**src/inc/sol_pkg.sv**
```systemverilog
// package for the switch output limit logic: register map, encodings, timing
package sol_pkg;
  localparam int unsigned CLK_HZ = 100_000_000;
  localparam int unsigned DELAY_STEP_MS = 100;
  localparam int unsigned STEP_CYCLES_DEF = CLK_HZ / 1000 * DELAY_STEP_MS;
  localparam logic [9:0] DELAY_MAX_STEPS = 10'h3E8;

  // register byte offsets
  localparam logic [7:0] REG_CTRL = 8'h00;
  localparam logic [7:0] REG_ON_THR = 8'h04;
  localparam logic [7:0] REG_OFF_THR = 8'h08;
  localparam logic [7:0] REG_DELAY = 8'h0C;
  localparam logic [7:0] REG_STATUS = 8'h10;

  // control and delay field positions
  localparam int unsigned CTRL_FUNC_LSB = 0;
  localparam int unsigned CTRL_DIAG_LSB = 4;
  localparam int unsigned CTRL_FAIL_LSB = 6;
  localparam int unsigned CTRL_INV_BIT = 8;
  localparam int unsigned CTRL_ASSIGN_BIT = 9;
  localparam int unsigned CTRL_SRC_LSB = 12;
  localparam int unsigned DELAY_OFF_LSB = 16;

  localparam logic [31:0] CTRL_RESET = 32'h0000_0000;
  localparam logic [31:0] THR_RESET = 32'h0000_0000;
  localparam logic [31:0] DELAY_RESET = 32'h0000_0000;

  typedef enum logic [2:0] {
    SOL_FN_OFF = 3'h0,
    SOL_FN_ON = 3'h1,
    SOL_FN_DIAG = 3'h2,
    SOL_FN_LIMIT = 3'h3,
    SOL_FN_DOUT = 3'h4
  } sol_func_e;

  typedef enum logic [1:0] {
    SOL_DG_ALARM = 2'h0,
    SOL_DG_BOTH = 2'h1,
    SOL_DG_WARN = 2'h2
  } sol_diag_e;

  typedef enum logic [1:0] {
    SOL_FM_ACTUAL = 2'h0,
    SOL_FM_OPEN = 2'h1,
    SOL_FM_CLOSED = 2'h2
  } sol_fail_e;

  typedef struct packed {
    logic alarm;
    logic warning;
  } sol_diag_s;
endpackage : sol_pkg

```
**src/core/sol_delay.sv**
```systemverilog
// switch-on/switch-off delay timer in tenth-second steps
`timescale 1ns/1ps
`default_nettype none
module sol_delay
  import sol_pkg::*;
#(
  parameter int unsigned STEP_CYCLES = STEP_CYCLES_DEF
) (
  input wire logic sys_clk_i,
  input wire logic rst_n_i,
  input wire logic cond_i,
  input wire logic [9:0] steps_i,
  output logic fire_o
);
  initial begin
    if (STEP_CYCLES < 1) $error("step must be at least one cycle");
  end

  logic [31:0] tick_q;
  logic [9:0] step_q;
  logic done;

  assign done = (step_q >= steps_i);
  assign fire_o = cond_i & done;

  // restart whenever the condition drops, so a blip shorter than steps_i never switches
  always_ff @(posedge sys_clk_i) begin
    if (!rst_n_i || !cond_i) begin
      tick_q <= 32'h0000_0000;
      step_q <= 10'h000;
    end else if (!done) begin
      if (tick_q == STEP_CYCLES - 1) begin
        tick_q <= 32'h0000_0000;
        step_q <= step_q + 10'h001;
      end else begin
        tick_q <= tick_q + 32'h0000_0001;
      end
    end
  end
endmodule : sol_delay
`default_nettype wire

```
**src/core/sol_switch.sv**
```systemverilog
// switch output logic with wishbone register file
//
// The Wishbone register port and the placing of the registers were left to the implementer.
`timescale 1ns/1ps
`default_nettype none
module sol_switch
  import sol_pkg::*;
#(
  parameter int unsigned STEP_CYCLES = STEP_CYCLES_DEF,
  parameter int unsigned NUM_SRC = 6
) (
  input wire logic sys_clk_i,
  input wire logic rst_n_i,
  input wire logic wb_cyc_i,
  input wire logic wb_stb_i,
  input wire logic wb_we_i,
  input wire logic [7:0] wb_adr_i,
  input wire logic [3:0] wb_sel_i,
  input wire logic [31:0] wb_dat_i,
  output logic [31:0] wb_dat_o,
  output logic wb_ack_o,
  input wire logic [31:0] meas_i,
  input wire sol_diag_s diag_i,
  input wire logic [NUM_SRC-1:0] dsrc_i,
  output logic switch_closed_o
);
  initial begin
    if (NUM_SRC < 1 || NUM_SRC > 15) $error("NUM_SRC must be 1 to 15");
  end

  logic [31:0] ctrl_q;
  logic [31:0] on_thr_q;
  logic [31:0] off_thr_q;
  logic [31:0] delay_q;
  logic limit_q;
  logic out_q;
  logic [31:0] wb_dat_q;
  logic wb_ack_q;

  sol_func_e func;
  sol_diag_e diag_sel;
  sol_fail_e fail_sel;
  logic [3:0] src_sel;
  logic invert;
  logic assigned;
  logic req;

  assign func = sol_func_e'(ctrl_q[CTRL_FUNC_LSB +: 3]);
  assign diag_sel = sol_diag_e'(ctrl_q[CTRL_DIAG_LSB +: 2]);
  assign fail_sel = sol_fail_e'(ctrl_q[CTRL_FAIL_LSB +: 2]);
  assign invert = ctrl_q[CTRL_INV_BIT];
  assign assigned = ctrl_q[CTRL_ASSIGN_BIT];
  assign src_sel = ctrl_q[CTRL_SRC_LSB +: 4];
  assign req = wb_cyc_i & wb_stb_i & ~wb_ack_q;

  // wishbone slave: one wait state, ack for one cycle, unmapped reads zero
  function automatic logic [31:0] merge(input logic [31:0] old, input logic [31:0] nw, input logic [3:0] sel);
    logic [31:0] r;
    r = old;
    for (int i = 0; i < 4; i++) begin
      if (sel[i]) begin
        r[8*i +: 8] = nw[8*i +: 8];
      end
    end
    return r;
  endfunction : merge

  always_ff @(posedge sys_clk_i) begin
    if (!rst_n_i) begin
      wb_ack_q <= 1'b0;
    end else begin
      wb_ack_q <= req;
    end
  end

  always_ff @(posedge sys_clk_i) begin
    if (!rst_n_i) begin
      ctrl_q <= CTRL_RESET;
      on_thr_q <= THR_RESET;
      off_thr_q <= THR_RESET;
      delay_q <= DELAY_RESET;
    end else if (req && wb_we_i) begin
      unique case (wb_adr_i)
        REG_CTRL: ctrl_q <= merge(ctrl_q, wb_dat_i, wb_sel_i) & 32'h0000_F3F7;
        REG_ON_THR: on_thr_q <= merge(on_thr_q, wb_dat_i, wb_sel_i);
        REG_OFF_THR: off_thr_q <= merge(off_thr_q, wb_dat_i, wb_sel_i);
        REG_DELAY: delay_q <= merge(delay_q, wb_dat_i, wb_sel_i) & 32'h03FF_03FF;
        default: begin
        end
      endcase
    end
  end

  always_ff @(posedge sys_clk_i) begin
    if (!rst_n_i) begin
      wb_dat_q <= 32'h0000_0000;
    end else if (req) begin
      unique case (wb_adr_i)
        REG_CTRL: wb_dat_q <= ctrl_q;
        REG_ON_THR: wb_dat_q <= on_thr_q;
        REG_OFF_THR: wb_dat_q <= off_thr_q;
        REG_DELAY: wb_dat_q <= delay_q;
        REG_STATUS: wb_dat_q <= {30'h0000_0000, limit_q, out_q};
        default: wb_dat_q <= 32'h0000_0000;
      endcase
    end
  end

  assign wb_ack_o = wb_ack_q;
  assign wb_dat_o = wb_dat_q;

  // ieee single compare, total order; both zeros equal, nan not handled
  function automatic logic flt_gt(input logic [31:0] a, input logic [31:0] b);
    logic r;
    r = 1'b0;
    if ((a[30:0] == 31'h0) && (b[30:0] == 31'h0)) begin
      r = 1'b0;
    end else if (a[31] != b[31]) begin
      r = b[31];
    end else if (!a[31]) begin
      r = (a[30:0] > b[30:0]);
    end else begin
      r = (a[30:0] < b[30:0]);
    end
    return r;
  endfunction : flt_gt

  logic dir_up;
  logic close_cond;
  logic open_cond;
  logic close_fire;
  logic open_fire;
  logic [9:0] on_steps;
  logic [9:0] off_steps;

  assign dir_up = flt_gt(on_thr_q, off_thr_q);
  always_comb begin
    if (dir_up) begin
      close_cond = flt_gt(meas_i, on_thr_q);
      open_cond = flt_gt(off_thr_q, meas_i);
    end else begin
      close_cond = flt_gt(on_thr_q, meas_i);
      open_cond = flt_gt(meas_i, off_thr_q);
    end
  end

  // steps above the documented range are clamped to 100 s
  assign on_steps = (delay_q[9:0] > DELAY_MAX_STEPS) ? DELAY_MAX_STEPS : delay_q[9:0];
  assign off_steps = (delay_q[DELAY_OFF_LSB +: 10] > DELAY_MAX_STEPS) ?
                     DELAY_MAX_STEPS : delay_q[DELAY_OFF_LSB +: 10];

  logic arm_close;
  logic arm_open;
  assign arm_close = (func == SOL_FN_LIMIT) & assigned & close_cond & ~limit_q;
  assign arm_open = (func == SOL_FN_LIMIT) & assigned & open_cond & limit_q;

  sol_delay #(
    .STEP_CYCLES(STEP_CYCLES)
  ) u_on_delay (
    .sys_clk_i(sys_clk_i),
    .rst_n_i(rst_n_i),
    .cond_i(arm_close),
    .steps_i(on_steps),
    .fire_o(close_fire)
  );

  sol_delay #(
    .STEP_CYCLES(STEP_CYCLES)
  ) u_off_delay (
    .sys_clk_i(sys_clk_i),
    .rst_n_i(rst_n_i),
    .cond_i(arm_open),
    .steps_i(off_steps),
    .fire_o(open_fire)
  );

  // limit state is held between thresholds; unassigned limit stays open
  always_ff @(posedge sys_clk_i) begin
    if (!rst_n_i || func != SOL_FN_LIMIT || !assigned) begin
      limit_q <= 1'b0;
    end else if (close_fire) begin
      limit_q <= 1'b1;
    end else if (open_fire) begin
      limit_q <= 1'b0;
    end
  end

  logic diag_hit;
  logic dsrc_val;
  logic base;
  logic final_st;

  always_comb begin
    unique case (diag_sel)
      SOL_DG_ALARM: diag_hit = diag_i.alarm;
      SOL_DG_BOTH: diag_hit = diag_i.alarm | diag_i.warning;
      SOL_DG_WARN: diag_hit = diag_i.warning;
      default: diag_hit = diag_i.alarm;
    endcase
  end

  // source 0 is off; 1..NUM_SRC pick a digital input
  always_comb begin
    dsrc_val = 1'b0;
    for (int i = 0; i < NUM_SRC; i++) begin
      if (src_sel == 4'(i + 1)) begin
        dsrc_val = dsrc_i[i];
      end
    end
  end

  always_comb begin
    unique case (func)
      SOL_FN_OFF: base = 1'b0;
      SOL_FN_ON: base = 1'b1;
      SOL_FN_DIAG: base = ~diag_hit;
      SOL_FN_LIMIT: base = limit_q;
      SOL_FN_DOUT: base = dsrc_val;
      default: base = 1'b0;
    endcase
    final_st = base;
    if ((func == SOL_FN_LIMIT || func == SOL_FN_DOUT) && diag_i.alarm) begin
      unique case (fail_sel)
        SOL_FM_OPEN: final_st = 1'b0;
        SOL_FM_CLOSED: final_st = 1'b1;
        default: final_st = base;
      endcase
    end
  end

  always_ff @(posedge sys_clk_i) begin
    if (!rst_n_i) begin
      out_q <= 1'b0;
    end else begin
      out_q <= final_st;
    end
  end

  assign switch_closed_o = out_q ^ invert;
endmodule : sol_switch
`default_nettype wire

```
**config.mk**
```make
export PLATFORM = sky130hd
export DESIGN_NAME = sol_switch
export DESIGN_NICKNAME = d
export VERILOG_FILES = /design/src/inc/sol_pkg.sv /design/src/core/sol_delay.sv /design/src/core/sol_switch.sv
export SDC_FILE = /design/constraint.sdc
export NUM_CORES = 1
export LEC_CHECK = 0
export BUFFER_PORTS_ARGS = -buffer_cell sky130_fd_sc_hd__buf_2
export CAP_MARGIN = 30
export CORE_MARGIN = 2
export CORE_UTILIZATION = 65
export CTS_BUF_LIST = sky130_fd_sc_hd__clkbuf_4 sky130_fd_sc_hd__clkbuf_8 sky130_fd_sc_hd__clkbuf_16
export CTS_CLUSTER_DIAMETER = 30
export CTS_CLUSTER_SIZE = 10
export DETAILED_ROUTE_END_ITERATION = 8
export GPL_TIMING_DRIVEN = 0
export PLACE_DENSITY = 0.95
export RECOVER_POWER = 25
export REMOVE_ABC_BUFFERS = 1
export SYNTH_ARGS = -nofsm -noshare
export SYNTH_HDL_FRONTEND = slang
export SYNTH_SLANG_ARGS = --single-unit
```
**constraint.sdc**
```tcl
create_clock -name sys_clk_i -period 8 [get_ports sys_clk_i]
set_input_delay 0.4 -clock sys_clk_i [delete_from_list [all_inputs] [get_ports sys_clk_i]]
set_output_delay 0.4 -clock sys_clk_i [all_outputs]
set_load 0.02 [all_outputs]
```
==> Word level (Yosys, flattened, before mapping) <==
Index checks and enable logic that the tools add are counted.
{ "totals": {"regBits": 216, "inputBits": 89, "out_inout_bits": 34, "word_cells": 151} }
{ "classes": {"addsub": 4, "magnitude_cmp": 14, "n_eq_ne": 26, "mux": 34, "bitwise_logic": 16, "reduce_logical": 35} }
{ "ops": {"columns": ["operator", "n"], "rows": [
  ["$pmux 32 s5", 1],
  ["$gt 31x31->1", 5],
  ["$lt 31x31->1", 5],
  ["$logic_not 31->1", 3],
  ["$add 32x1->32 const B", 2],
  ["$eq 32x24->1 const B", 2],
  ["$mux 32", 2],
  ["$reduce_and 3->1", 14],
  ["$mux 1", 26],
  ["$add 10x1->10 const B", 2],
  ["$ge 10x10->1", 2],
  ["$gt 10x10->1 const B", 2],
  ["$mux 10", 2],
  ["$eq 8x4->1 const B", 2],
  ["$eq 4x3->1 const B", 3],
  ["$and 1x1->1", 9],
  ["$eq 4x2->1 const B", 2],
  ["$eq 8x3->1 const B", 1],
  ["$eq 8x5->1 const B", 1],
  ["$logic_not 8->1", 1],
  ["$eq 3x2->1 const B", 2],
  ["$logic_and 1x1->1", 5],
  ["$logic_or 1x1->1", 5],
  ["$ne 1x1->1", 5],
  ["14 further kinds", 25]
]} }

==> Logic depth before layout (Yosys ltp) <==
{ "logic_depth": {"depth_word": 10, "depth_mapped": 16, "depth_no_buf": 14} }

==> Hierarchy <==
A second synthesis with hierarchy kept.
{ "hier_totals": {"cells_unflattened": 1581, "area_unflattened_um2": 13456.7} }
{ "modules_own_cells": {"columns": ["module", "instances", "cells_each", "area_each_um2", "seq_area_each_um2"], "rows": [
  ["sol_switch", 1, 975, 8531.9, 2642.5],
  ["sol_delay", 2, 303, 2462.4, 840.8]
]} }

==> Worst setup path after synthesis <==
No wires, ideal clock.
{ "synth_path": {"path_type": "reg2reg", "from": "reg delay_q[24]", "to": "reg u_off_delay.step_q[7]", "setup_time_ps": 128, "arrival_ps": 3176, "t_required_ps": 7872, "path_slack_ps": 4696, "stages_incl_launch_ff": 17, "n_path_buf": 2, "period_less_slack_ps": 3304, "path_cell_list": "dfxtp_1 > inv_1 > nor3_1 > nand3_1 > o21bai_1 > and2_1 > ha_1 > nand2b_1 > a21o_1 > a21o_1 > a21o_1 > a211o_1 > buf_2 > buf_2 > a2111oi_0 > xnor2_1 > nor2_1"} }
{ "synth_via": {"elab_chain_len": 5} }
{ "synth_lines": {"columns": ["element", "line_no", "text"], "rows": [
  ["start, declared", "sol_switch.sv:34", "logic [31:0] delay_q;"],
  ["start signal, assigned", "sol_switch.sv:87", "REG_DELAY: delay_q <= merge(delay_q, wb_dat_i, wb_sel_i) & 32'h03FF_03FF;"],
  ["$gt 10x10->1", "sol_switch.sv:149", "assign off_steps = (delay_q[DELAY_OFF_LSB +: 10] > DELAY_MAX_STEPS) ?"],
  ["$mux 10 (*)", "sol_switch.sv:149", null],
  ["$ge 10x10->1 (*)", "sol_delay.sv:23", "assign done = (step_q >= steps_i);"],
  ["$not 1->1 (no source line) (*)", null, null],
  ["$reduce_and 2->1 (no source line) (*)", null, null],
  ["end signal, assigned", "sol_delay.sv:34", "step_q <= step_q + 10'h001;"],
  ["end, declared", "sol_delay.sv:20", "logic [9:0] step_q;"]
]} }
Every way passes the cells marked *; elsewhere a longest branch is shown, timed or not.
A chain may end at the register's enable or synchronous reset.

==> Worst setup path after layout <==
{ "layout_path": {"from": "reg delay_q[24]", "to": "reg u_off_delay.step_q[1]"} }
Same word-level chain as after synthesis.

==> results.txt <==
Final-report hold violation count: 0
CTS clk-pin slew, worst paths: 0.05 ns
Slew Limit Fails: 32
Seq/Total Area, Yosys: 31.4%
H-Tree Level Count: 2
Inst Count DP: 1881
Worst R2R Setup Slack: 3.69 ns
Critical Path RT: 8.43 ns
Clock skew: 0.0448 ns
Post-CTS setup buffers: 0
CTS Buffer Depth: 3
Worst-Skew Late Latency: 0.56 ns
Worst Path Buf+Inv: 3
Largest net degree at the start of global routing: 133
Vias: 13264
Count of cell types in the netlist: 68
Post-Syn Area: 0.0138 mm^2
CP top delay family: compound AO/OA/AOI/OAI gates
Detailed Routing Iterations Pass 1: 7
DPL Wire Length: 28700 um
GRT Total Usage: 37.0%
Slowest cell delay on critical path: 0.69 ns
Layout cells sized above 1: 14.2%
Die Y: 150 um
Crit path DAT: 4.74 ns
Worst IR Drop VDD: 0.157 mV
Hold_ws: 0.130 ns
Biggest area consumer among synthesized cells: dfxtp_1
Worst reg2reg path depth: 16
Hold Startpoint: wb_dat_i[29]
Hold Path Cell Cnt: 3
RD Place Congestion: 0.990
Seq cells post-synth: 216
Worst slack at placement: 3.89 ns
CP dominant cell by count: a21o_1
CTS tree: yes
Reg-to-reg endpoint: u_off_delay.step_q[1]
Final Power: 3.09 mW
CP Max Fanout: 31
Vias in the first global route: 12768
Detail Route Antenna Nets: 0
Num rows: 53
Post-Syn Instances: 1556
Worst-Margin Slew: 2.09 ns
Fill cells: 1290
Post-layout util: 77.4%
RSZ-0062 raised after global routing: no
Worst rel slew slack: -39.6%
Main synth FF type: dfxtp_1
Async S/R FF share, synth: 0%
CP Depth: 16
Cells along the critical path: inv_1 -> nor3_1 -> nand3_1 -> o21bai_1 -> and2_1 -> ha_1 -> nand2b_1 -> a21o_1 -> a21o_1 -> a21o_1 -> a211o_1 -> buf_16 -> a2111oi_4 -> buf_8 -> mux2i_1 -> nor3b_1
Register area: 0.00432 mm^2
Top post-synthesis cells by area: dfxtp_1, ha_1, mux2i_1, nor2b_1, xnor2_1
Most frequent cells in the layout: dfxtp_1, nor2b_1, ha_1
Failing checks: capacitance limit, slew limit
Clk sinks: 216
Max-Cap Viols: 1
Non-filler instance count after layout: 1963
Starting Density: 66.0%
Status: complete, but fails checks
Die area: 0.0224 mm^2
Most common cell after layout, fill and taps aside: dfxtp_1
Fin nets: 1862
DRT iter0 DRCs: 1603
FF-to-FF Start: delay_q[24]
Crit path time final: 4.31 ns
Worst setup margin: 3.69 ns
Via-to-Cell Ratio: 6.76
First-pass GRT wire length: 66600 um
Congestion Overflow GR: 0
Synth warnings: 0
Number of hold buffers added after CTS: 0
Post-DP Area: 0.0147 mm^2
Footprint of the multi-input gates: 0.00882 mm^2
Post-CTS resize count: 0
Num CTS Buffers: 43
Residual DRC: 0
LEAKAGE: 5.74 nW
Critical path type: reg -> reg
Startpoint Class: flop
Final Cell Area: 0.0162 mm^2
Slowest cell on crit path: a2111oi_4
Setup crit end kind: flop
Core area: 0.0209 mm^2
Hold Crit Class: in -> reg
Initial antenna violation count: 2
Post-synth EDFFs: 0
Hold EP: on_thr_q[29]
Drt wl/cell: 21.8 um
PwrDens: 191 mW/mm^2
Final setup vio count: 0
TNS Setup: 0 ns
Post-Syn Area per Cell: 8.86 um^2
Drt total wl: 42800 um
Buffers on Ports: 122
Max Fclk: 232 MHz
Synth top area share: 31.4%
Tcrit/Tclk final: 53.9%
Io pins: 123
Root buf cell: clkbuf_16
Die Wd: 150 um
Area grow syn2layout: 17.2%
-- power breakdown --
| group | leakage, nW | switching [mW] | internal, mW |
|---|---|---|---|
| sequential | 1.74 | 0.000277 | 1.08 |
| combinational | 3.26 | 0.0765 | 0.0488 |
| clock | 0.741 | 0.649 | 1.24 |
-- how the worst max path moves through the flow --
stage | to | start | slack (ns)
after CTS | u_off_delay.step_q[1] | delay_q[24] | 3.79
after global routing | u_off_delay.step_q[1] | delay_q[24] | 3.61
after floorplan | u_off_delay.step_q[2] | delay_q[24] | 3.83
after global placement | u_on_delay.tick_q[12] | off_thr_q[28] | 2.76
final | u_off_delay.step_q[1] | delay_q[24] | 3.69
after detailed placement | u_off_delay.step_q[1] | delay_q[24] | 3.89
-- cell families (layout without fill, tap and decap cells) --
| logic type | after synthesis | count (layout) | share of synthesized area, % |
|---|---|---|---|
| AND/OR/NAND/NOR | 576 | 576 | 23.9 |
| AO/OA/AOI/OAI | 269 | 269 | 14.3 |
| flip-flops | 216 | 216 | 31.4 |
| buffers and inverters | 176 | 306 | 4.90 |
| multiplexers | 125 | 125 | 10.0 |
| adder cells (fa/ha/maj) | 120 | 120 | 10.9 |
| XOR/XNOR | 74 | 74 | 4.70 |
| other | 0 | 2 | 0 |
-- Yosys cell counts, types with 14 or more instances --
cell / n
nand3_1: 51
a2111oi_0: 41
nor2b_1: 131
nor2_1: 40
and3_1: 20
a21o_1: 14
nand2b_1: 15
xnor2_1: 73
and2_1: 15
mux2i_1: 104
a21oi_1: 62
ha_1: 120
inv_1: 95
clkbuf_1: 65
a22oi_1: 32
nor3_1: 75
dfxtp_1: 216
nand4_1: 42
nor4_1: 45
nand2_1: 80
o21ai_0: 37
a211oi_1: 19
-- sequential cells by signal, summed over array words and instances, names as in the netlist --
register	count
limit_q	1
on_thr_q	32
u_on_delay.step_q	10
out_q	1
off_thr_q	32
delay_q	20
u_on_delay.tick_q	32
u_off_delay.step_q	10
u_off_delay.tick_q	32
ctrl_q	13
wb_dat_o	32
wb_ack_o	1
-- layout make-up --
cell class	instances	share of cell area, %
antenna	2	0.0310
clock buffer	49	7.09
clock inverter	29	2.40
inverter	95	2.21
multi-input combinational	1164	54.6
sequential	216	26.8
tap	275	2.13
timing repair buffer	133	4.79
-- per-layer routing --
metal  GRT usage [%]  part of all wire (%)  up-vias
li1                -                     -     5956
met1            47.1                    39     6270
met2            60.1                    46      831
met3            7.16                   9.4      207
met4            18.4                   5.4        0
met5               0                     0        -
-- worst min-delay path, cell delays in order --
cell	delay, ns
buf_2	0.09
mux2i_1	0.06
nor2b_1	0.09
(Power assumes the default switching activity.)
